File: src/rtl/ecd_pkg.sv
package ecd_pkg;
	// Register offsets on the device's own byte-wide port
	localparam logic [1:0] ECD_OFF_POLICY = 2'h0;
	localparam logic [1:0] ECD_OFF_DMA = 2'h1;
	// APB word offsets of the controller's own registers
	localparam logic [7:0] ECD_APB_CMD = 8'h00;
	localparam logic [7:0] ECD_APB_STATUS = 8'h04;
	localparam logic [7:0] ECD_APB_IRQ_STATUS = 8'h08;
	localparam logic [7:0] ECD_APB_IRQ_MASK = 8'h0c;
	// Policy field codes
	localparam logic [2:0] ECD_POL_AUTO_RETRY = 3'h6;
	localparam logic [2:0] ECD_POL_AUTO_SKIP = 3'h7;
	localparam logic [2:0] ECD_POL_RESUME_RETRY = 3'h2;
	localparam logic [2:0] ECD_POL_RESUME_SKIP = 3'h3;
	// Field positions in the DMA enable register
	localparam int ECD_BIT_DMA_WR = 0;
	localparam int ECD_BIT_DMA_RD = 1;
	localparam int ECD_BIT_OVERSIZE = 3;
	// Reset values
	localparam logic [7:0] ECD_POLICY_RST = 8'h00;
	localparam logic [7:0] ECD_DMA_RST = 8'h00;
	// Packet length limits
	localparam logic [10:0] ECD_OVERSIZE_LEN = 11'h700;
	localparam logic [10:0] ECD_MAX_LEN = 11'h7ff;
	// Outcome of a sixteen collision event
	typedef enum logic [1:0] {
		ECD_ACT_NONE = 2'b00,
		ECD_ACT_RETRY = 2'b01,
		ECD_ACT_SKIP = 2'b10
	} ecd_act_t;
endpackage

File: src/rtl/ecd_if.sv
`timescale 1ns/1ps
`default_nettype none
// Byte-wide register port between host controller and device
interface ecd_if;
	logic sel;
	logic wr;
	logic [1:0] addr;
	logic [7:0] wdata;
	logic [7:0] rdata;
	modport dev (input sel, input wr, input addr, input wdata, output rdata);
	modport host (output sel, output wr, output addr, output wdata, input rdata);
endinterface
`default_nettype wire

File: src/rtl/ecd_device.sv
`timescale 1ns/1ps
`default_nettype none
// Behaviour
// - Policy bits 7..3 read zero, write zero
// - Code 110 retries automatically after sixteen collisions
// - Code 111 drops packet, sends next automatically
// - Code 01x halts transmitter on sixteen collisions
// - Resume code acts only when written
// - Resume 010 retransmits the halted packet
// - Resume 011 drops halted packet, sends next
// - DMA register bits 7..4 undefined, write zero
// - Oversize removal rejects packets of 1792+ bytes
// - Removal disabled passes packets up to 2047
// - DMA register bit 2 reads zero
// - Read enable gates host DMA reads
// - Write enable gates host DMA writes
// - Writing both enables zero clears end flag
// - Software never sets both enables together
// - Software keeps enables zero in card mode; host zeroes them only in DMA writes issued in card mode
// - Pending count decrements per handled packet
module ecd_device (
	input wire logic clk_i,
	input wire logic reset_n_i,
	ecd_if.dev bus,
	input wire logic sixteen_collision_event_i,
	input wire logic tx_done_i,
	input wire logic tx_start_i,
	input wire logic [6:0] tx_count_i,
	input wire logic dma_end_i,
	input wire logic rx_len_valid_i,
	input wire logic [10:0] rx_len_i,
	input wire logic dma_rd_req_i,
	input wire logic dma_wr_req_i,
	output logic tx_halted_o,
	output logic [1:0] collision_action_o,
	output logic [6:0] pending_tx_count_o,
	output logic dma_end_flag_o,
	output logic rx_accept_o,
	output logic rx_reject_o,
	output logic dma_rd_grant_o,
	output logic dma_wr_grant_o
);
	import ecd_pkg::*;

	typedef struct packed {
		logic [2:0] excess_collision_policy_field;
		logic oversize_removal_disable;
		logic dma_read_enable;
		logic dma_write_enable;
		logic halted;
		logic [1:0] act;
		logic [6:0] pending;
		logic end_flag;
		logic rx_ok;
		logic rx_bad;
	} ecd_dev_state_t;

	ecd_dev_state_t st_reg, st_next;
	logic wr_pol, wr_dma, done_any;

	assign wr_pol = bus.sel && bus.wr && bus.addr == ECD_OFF_POLICY;
	assign wr_dma = bus.sel && bus.wr && bus.addr == ECD_OFF_DMA;

	// Next-state logic for the whole device
	always_comb begin
		st_next = st_reg;
		st_next.act = ECD_ACT_NONE;
		st_next.rx_ok = 1'b0;
		st_next.rx_bad = 1'b0;
		done_any = tx_done_i;
		if (wr_pol) begin
			st_next.excess_collision_policy_field = bus.wdata[2:0];
		end
		// Resume codes take effect only on the write itself
		if (wr_pol && st_reg.halted) begin
			if (bus.wdata[2:0] == ECD_POL_RESUME_RETRY) begin
				st_next.halted = 1'b0;
				st_next.act = ECD_ACT_RETRY;
			end else if (bus.wdata[2:0] == ECD_POL_RESUME_SKIP) begin
				st_next.halted = 1'b0;
				st_next.act = ECD_ACT_SKIP;
				done_any = 1'b1;
			end
		end else if (sixteen_collision_event_i && !st_reg.halted) begin
			if (st_reg.excess_collision_policy_field == ECD_POL_AUTO_RETRY) begin
				st_next.act = ECD_ACT_RETRY;
			end else if (st_reg.excess_collision_policy_field == ECD_POL_AUTO_SKIP) begin
				st_next.act = ECD_ACT_SKIP;
				done_any = 1'b1;
			end else if (st_reg.excess_collision_policy_field[2:1] == 2'b01) begin
				st_next.halted = 1'b1;
			end else begin
				st_next.act = ECD_ACT_RETRY;
			end
		end
		// Packet count, skipped packets count as handled
		if (tx_start_i) begin
			st_next.pending = tx_count_i;
		end else if (done_any && st_reg.pending != 7'h00) begin
			st_next.pending = st_reg.pending - 7'h01;
		end
		if (wr_dma) begin
			st_next.oversize_removal_disable = bus.wdata[ECD_BIT_OVERSIZE];
			st_next.dma_read_enable = bus.wdata[ECD_BIT_DMA_RD];
			st_next.dma_write_enable = bus.wdata[ECD_BIT_DMA_WR];
		end
		// Set wins over clear so an end event is never lost
		if (dma_end_i) begin
			st_next.end_flag = 1'b1;
		end else if (wr_dma && bus.wdata[1:0] == 2'b00) begin
			st_next.end_flag = 1'b0;
		end
		if (rx_len_valid_i) begin
			if (!st_reg.oversize_removal_disable && rx_len_i >= ECD_OVERSIZE_LEN) begin
				st_next.rx_bad = 1'b1;
			end else if (rx_len_i > ECD_MAX_LEN) begin
				st_next.rx_bad = 1'b1;
			end else begin
				st_next.rx_ok = 1'b1;
			end
		end
	end

	// State register
	always_ff @(posedge clk_i or negedge reset_n_i) begin
		if (!reset_n_i) begin
			st_reg <= '0;
		end else begin
			st_reg <= st_next;
		end
	end

	// Read mux; unused high bits of the DMA register read zero here
	always_comb begin
		bus.rdata = 8'h00;
		if (bus.addr == ECD_OFF_POLICY) begin
			bus.rdata = {5'h00, st_reg.excess_collision_policy_field};
		end else if (bus.addr == ECD_OFF_DMA) begin
			bus.rdata = {4'h0, st_reg.oversize_removal_disable, 1'b0,
				st_reg.dma_read_enable, st_reg.dma_write_enable};
		end
	end

	assign tx_halted_o = st_reg.halted;
	assign collision_action_o = st_reg.act;
	assign pending_tx_count_o = st_reg.pending;
	assign dma_end_flag_o = st_reg.end_flag;
	assign rx_accept_o = st_reg.rx_ok;
	assign rx_reject_o = st_reg.rx_bad;
	// Host DMA gating
	assign dma_rd_grant_o = dma_rd_req_i && st_reg.dma_read_enable;
	assign dma_wr_grant_o = dma_wr_req_i && st_reg.dma_write_enable;
endmodule
`default_nettype wire

File: src/flat_wrapper.sv
// flat-port wrapper written by rule: the top's interface ports become plain ports
module ecd_device_flat import ecd_pkg::*;
  (clk_i, reset_n_i, sixteen_collision_event_i, tx_done_i, tx_start_i, tx_count_i, dma_end_i, rx_len_valid_i, rx_len_i, dma_rd_req_i, dma_wr_req_i, tx_halted_o, collision_action_o, pending_tx_count_o, dma_end_flag_o, rx_accept_o, rx_reject_o, dma_rd_grant_o, dma_wr_grant_o, bus_sel, bus_wr, bus_addr, bus_wdata, bus_rdata);
  ecd_if bus_i ();
  input wire logic clk_i;
  input wire logic reset_n_i;
  input wire logic sixteen_collision_event_i;
  input wire logic tx_done_i;
  input wire logic tx_start_i;
  input wire logic [6:0] tx_count_i;
  input wire logic dma_end_i;
  input wire logic rx_len_valid_i;
  input wire logic [10:0] rx_len_i;
  input wire logic dma_rd_req_i;
  input wire logic dma_wr_req_i;
  output logic tx_halted_o;
  output logic [1:0] collision_action_o;
  output logic [6:0] pending_tx_count_o;
  output logic dma_end_flag_o;
  output logic rx_accept_o;
  output logic rx_reject_o;
  output logic dma_rd_grant_o;
  output logic dma_wr_grant_o;
  input wire logic [$bits(bus_i.sel)-1:0] bus_sel;
  input wire logic [$bits(bus_i.wr)-1:0] bus_wr;
  input wire logic [$bits(bus_i.addr)-1:0] bus_addr;
  input wire logic [$bits(bus_i.wdata)-1:0] bus_wdata;
  output wire logic [$bits(bus_i.rdata)-1:0] bus_rdata;
  assign bus_i.sel = bus_sel;
  assign bus_i.wr = bus_wr;
  assign bus_i.addr = bus_addr;
  assign bus_i.wdata = bus_wdata;
  assign bus_rdata = bus_i.rdata;
  ecd_device u_core (.clk_i(clk_i), .reset_n_i(reset_n_i), .bus(bus_i), .sixteen_collision_event_i(sixteen_collision_event_i), .tx_done_i(tx_done_i), .tx_start_i(tx_start_i), .tx_count_i(tx_count_i), .dma_end_i(dma_end_i), .rx_len_valid_i(rx_len_valid_i), .rx_len_i(rx_len_i), .dma_rd_req_i(dma_rd_req_i), .dma_wr_req_i(dma_wr_req_i), .tx_halted_o(tx_halted_o), .collision_action_o(collision_action_o), .pending_tx_count_o(pending_tx_count_o), .dma_end_flag_o(dma_end_flag_o), .rx_accept_o(rx_accept_o), .rx_reject_o(rx_reject_o), .dma_rd_grant_o(dma_rd_grant_o), .dma_wr_grant_o(dma_wr_grant_o));
endmodule
File: config.mk
export PLATFORM = sky130hd
export DESIGN_NAME = ecd_device_flat
export DESIGN_NICKNAME = d
export VERILOG_FILES = /design/src/rtl/ecd_pkg.sv /design/src/rtl/ecd_if.sv /design/src/rtl/ecd_device.sv /design/src/flat_wrapper.sv
export SDC_FILE = /design/constraint.sdc
export NUM_CORES = 1
export LEC_CHECK = 0
export BUFFER_PORTS_ARGS = -buffer_cell sky130_fd_sc_hd__clkbuf_2
export CAP_MARGIN = 10
export CORE_UTILIZATION = 47
export DETAILED_ROUTE_END_ITERATION = 8
export HOLD_SLACK_MARGIN = 0.15
export PLACE_DENSITY = 0.95
export SLEW_MARGIN = 0
export SYNTH_ARGS = -nofsm -noshare
export SYNTH_HDL_FRONTEND = slang
export SYNTH_SLANG_ARGS = --single-unit
File: constraint.sdc
create_clock -name clk_i -period 2.7 [get_ports clk_i]
set_clock_uncertainty 0.15 [all_clocks]
set_input_delay 0.135 -clock clk_i [delete_from_list [all_inputs] [get_ports clk_i]]
set_output_delay 0.135 -clock clk_i [all_outputs]
set_load 0.03 [all_outputs]
; ---- Word-level counts from Yosys, hierarchy flattened
; Index checks and enable logic that the tools add are counted.
[word_totals]
reg_bits = 19
input_bits = 39
output_inout_bits = 23
wordCells = 69
[classes]
n_addsub = 1
magnitude_cmp = 2
n_eq_ne = 9
mux = 27
reduce_logical = 20
[ops]
columns = cell, n
row1 = $mux 1, 16
row2 = $mux 7, 2
row3 = $mux 3, 4
row4 = $ge 11x11->1 const B, 1
row5 = $gt 11x11->1 const B, 1
row6 = $logic_and 1x1->1, 10
row7 = $mux 8, 1
row8 = $reduce_bool 2->1, 4
row9 = $reduce_bool 7->1, 1
row10 = $sub 7x1->7 const B, 1
row11 = $eq 3x2->1 const B, 2
row12 = $eq 3x3->1 const B, 2
row13 = $mux 2, 3
row14 = $reduce_and 5->1, 1
row15 = $eq 2x1->1 const B, 2
row16 = $logic_not 2->1, 2
row17 = $mux 4, 1
row18 = $ne 2x1->1 const B, 2
row19 = $ne 3x3->1 const B, 1
row20 = $logic_not 1->1, 2

; ---- Longest topological paths before layout
[depth]
depth_word = 8
mapped_depth = 7
mapped_depth_nobuf = 7

; ---- Worst setup path before layout
; OpenSTA, ideal clock, no wires.
[synth_timing]
kind = reg2reg
start = reg u_core.st_reg, in the netlist u_core.pending_tx_count_o[0]
end = reg u_core.st_reg, in the netlist u_core.pending_tx_count_o[1]
setup_time_ns = 0.083
arrival_ns = 1.627
required_time_ns = 2.467
path_slack_ns = 0.841
stages_incl_launch_ff = 8
n_path_buf = 0
synth_period_minus_slack_ns = 1.859
path_cell_list = dfrtp_1 > inv_1 > ha_1 > or3b_2 > nor2_1 > a21oi_2 > a21o_1 > o21ai_0
[synth_via]
elab_chain_len = 3
word_cells_on_any_way = 6
cone_classes = add/sub: 1 / mux: 2 / reduce/logical: 3
[synth_rtl]
columns = item, line
row1 = "start, declared", ecd_device.sv:58  ; ecd_dev_state_t st_reg, st_next;
row2 = "start signal, assigned", ecd_device.sv:129  ; st_reg <= st_next;
row3 = $sub 7x1->7 / $reduce_bool 7->1 (equally long branches), "ecd_device.sv:100, ecd_device.sv:99"
row4 = $mux 7 / $logic_and 1x1->1 (equally long branches), ecd_device.sv:99  ; end else if (done_any && st_reg.pending != 7'h00) begin
row5 = $mux 7 / $reduce_bool 2->1 (equally long branches), -
; Parallel ways exist; a longest one is shown, timed or not. The select of a mux whose other input is x is not followed.
; A chain may end at the register's enable or synchronous reset.

; ---- Final worst setup path
; Same ends and word-level chain as after synthesis.

==> impl_results.md <==
* RSZ-0062 raised after global routing: no
* Clk root buf: clkbuf_4
* DR vias at 1,035
* Placed standard-cell area at 0.00128 mm²
* Highest net fanout along the worst path at 5
* 1st-iter DRT viols at 7
* Synthesized area at 0.00112 mm²
* Yosys warns at 0
* FILL cells at between 150 and 200
* Ys flop type: dfrtp_1
* Initial cell density of the core at around half
* Peak VDD IR at approximately 460 µV
* Vias per cell at around 5.0
* WL final at 2560 µm
* Leading cell type in the layout, fill and taps excluded: clkbuf_2
* Chip width at around 51 µm
* Maximum number of pins on one net before global-route repair at 20
* I/O Buffers at 45
* Startpoint Class: flip-flop
* First-pass GRT wire length at ~4300 µm
* Share of the synthesized area in the top cell type at between 40% and 50%
* Hold crit path type: input port to asynchronous set/reset pin
* CTS tree: yes
* Post-route met1 wirelength at between 1000 and 1500 µm
* Die Y at around 51 µm
* Number of routed nets with antenna violations at 0
* Crit Path Category: flip-flop to flip-flop
* Worst r2r path cells at 8
* Synth cell types at 36
* Placed Cells at 170
* Setup_tns at 0 ns
* Tmin final at 2.49 ns
* Vias in the first global route at between 1,000 and 1,500
* #FFs+latches synth at 19
* GRT Total Usage at 22.5%
* Most frequent cells in the layout: clkbuf_2, dlygate4sd3_1, dfrtp_1
* Max Cap Viol at 0
* Gp weighted congestion at around 0.76
* Met3 wire length at about 110 µm
* Area Overhead vs Synth at 45.8%
* Final Total Pwr at 0.856 mW
* Num rows at 17
* Skew-Pair Late Insertion Delay at ~0.29 ns
* Max reg flops at 7
* Final hold violations at 0
* Status: finished, final reports clean
* Synth area leader: dfrtp_1
* Critical Path AT at 2.57 ns
* Post-CTS Repair Setup Buffers at 0
* Post-Layout Inst Area at ~0.0016 mm²
* CTS max path bufs at 2
* Fin nets at roughly 220
* Final HPWL DP at between 1500 and 2000 µm
* Synth area leaders: dfrtp_1, buf_4, mux2_2
* Max layer used: met3
* Total clock sinks at 19
* Sequential area share after synthesis at a little over two fifths
* Post-Synthesis Cells at 109
* Pwr Density at roughly 530 mW/mm²
* Core ar. at 0.00223 mm²
* Setup violations, final at 0
* Reg clk slew, reported paths at 0.11 ns
* Sequential fraction of design power at 45.2%
* Int Pwr at roughly 0.53 mW
* CTS buffer count at 3
* First-pass iteration count of the detailed router at 4
* Comb pwr share at about two fifths
* Number of H-tree levels at 1
* Pre-CTS setup slack at between 0.7 and 0.8 ns
* Number of synthesized flops with an enable pin at 0
* Met2 WL post-DR at roughly 1400 µm
* Switch share at between 30% and 40%
* Clk pwr share at 16.2%
* Congestion Overflow GR at 0
* PnR worst setup slack at 0.213 ns
* Fin cells at between 200 and 250
* Max-slew violation count at 0
* IO Count at 62
* # DRC at 0
* Critical Path RT at approximately 2.8 ns
* Die Footprint at between 0.002 and 0.003 mm²
* # diodes at 0
* Sw Pwr at approximately 0.32 mW
* Avg Synthesized Cell Area at around 10 µm²
* Async SR Flop Fraction at between 90% and 100%
* Achievable Freq at about 400 MHz
* CP Capture Type: flip-flop
* Initial antenna violation count at 0
* Tcrit/Tclk final at 92.1%
* Drt wl/cell at 12.4 µm
* Share of layout cells above drive strength 1 at between 30% and 40%
* Lkg Pwr at just under 0.8 nW
-- worst max-delay path, stage by stage (launching register included) --
cell           delay (ns)
dfrtp_1              0.44
inv_1                0.08
ha_1                 0.16
or3b_4               0.42
nor2_2               0.17
a21oi_2              0.07
a21o_1               0.18
o21ai_0              0.17
dlygate4sd3_1        0.58
-- worst paths after layout --
path                                                       endpoint                                startpoint  slack [ns]
max in group asynchronous             u_core.st_reg[14]$_DFFE_PN0P_                                 reset_n_i        1.91
hold reg to reg                       u_core.st_reg[14]$_DFFE_PN0P_             u_core.st_reg[14]$_DFFE_PN0P_        0.40
min in group clk_i                    u_core.st_reg[15]$_DFFE_PN0P_                                   bus_sel        0.18
setup reg to reg           u_core.pending_tx_count_o[1]$_DFFE_PN0P_  u_core.pending_tx_count_o[0]$_DFFE_PN0P_        0.21
hold / removal               u_core.collision_action_o[0]$_DFF_PN0_                                 reset_n_i        0.16
setup / recovery           u_core.pending_tx_count_o[1]$_DFFE_PN0P_  u_core.pending_tx_count_o[0]$_DFFE_PN0P_        0.21
-- per-stage QoR --
stage | util, % | hold WS, ns
6_report | 72.9 | 0.165
5_1_grt | 72.9 | 0.172
4_1_cts | 72.7 | 0.160
3_5_place_dp | 57.1 | -0.0425
3_3_place_gp | 57.1 | -0.0514
2_1_floorplan | - | -0.311
-- final cells by class --
type                    count  area [µm²]  area share, %
well taps                  28        35.0           2.15
clock inverters             1        5.00          0.307
flip-flops and latches     19         475           29.2
clock buffers               3        22.5           1.38
inverters                   4        15.0          0.922
repair buffers             77         546           33.5
multi-input cells          74         531           32.6
-- what timing repair did --
action	CTS	global route
hold buffers	32	0
setup endpoints to repair	0	2
endpoints found under the hold margin	37	0
resized for setup	0	3
-- kinds of logic (layout without fill, tap and decap cells) --
group | Yosys count | in the layout | share of synthesized area (%)
AO/OA/AOI/OAI | 25 | 25 | 15.7
XOR/XNOR | 5 | 5 | 3.92
adder cells (fa/ha/maj) | 1 | 1 | 1.12
buffers and inverters | 19 | 85 | 11.4
flip-flops | 19 | 19 | 42.6
multiplexers | 7 | 7 | 6.83
other | 1 | 4 | 0.336
AND/OR/NAND/NOR | 32 | 32 | 18.1
-- cell usage after synthesis, drive strengths merged, types with 4 or more instances --
| cell type | number |
|---|---|
| dfrtp | 19 |
| mux2 | 5 |
| o21ai | 12 |
| nor2 | 6 |
| nand2 | 8 |
| a21oi | 5 |
| xnor2 | 5 |
| inv | 4 |
| buf | 14 |
-- power by group through the flow --
stage	clock, mW	combinational, mW	sequential, mW
2_1_floorplan	0	0.207	0.395
6_report	0.139	0.330	0.387
4_1_cts	0.144	0.325	0.384
3_5_place_dp	0	0.275	0.390
3_3_place_gp	0	0.265	0.385
5_1_grt	0.159	0.358	0.394
-- layer usage --
layer  track usage (%)  up-vias
met1              22.5      489
met3              3.64        0
met2              46.0       43
li1                  -      503
met4              6.94        0
met5                 0        -
Note: power is estimated with default switching activity, not from simulation.
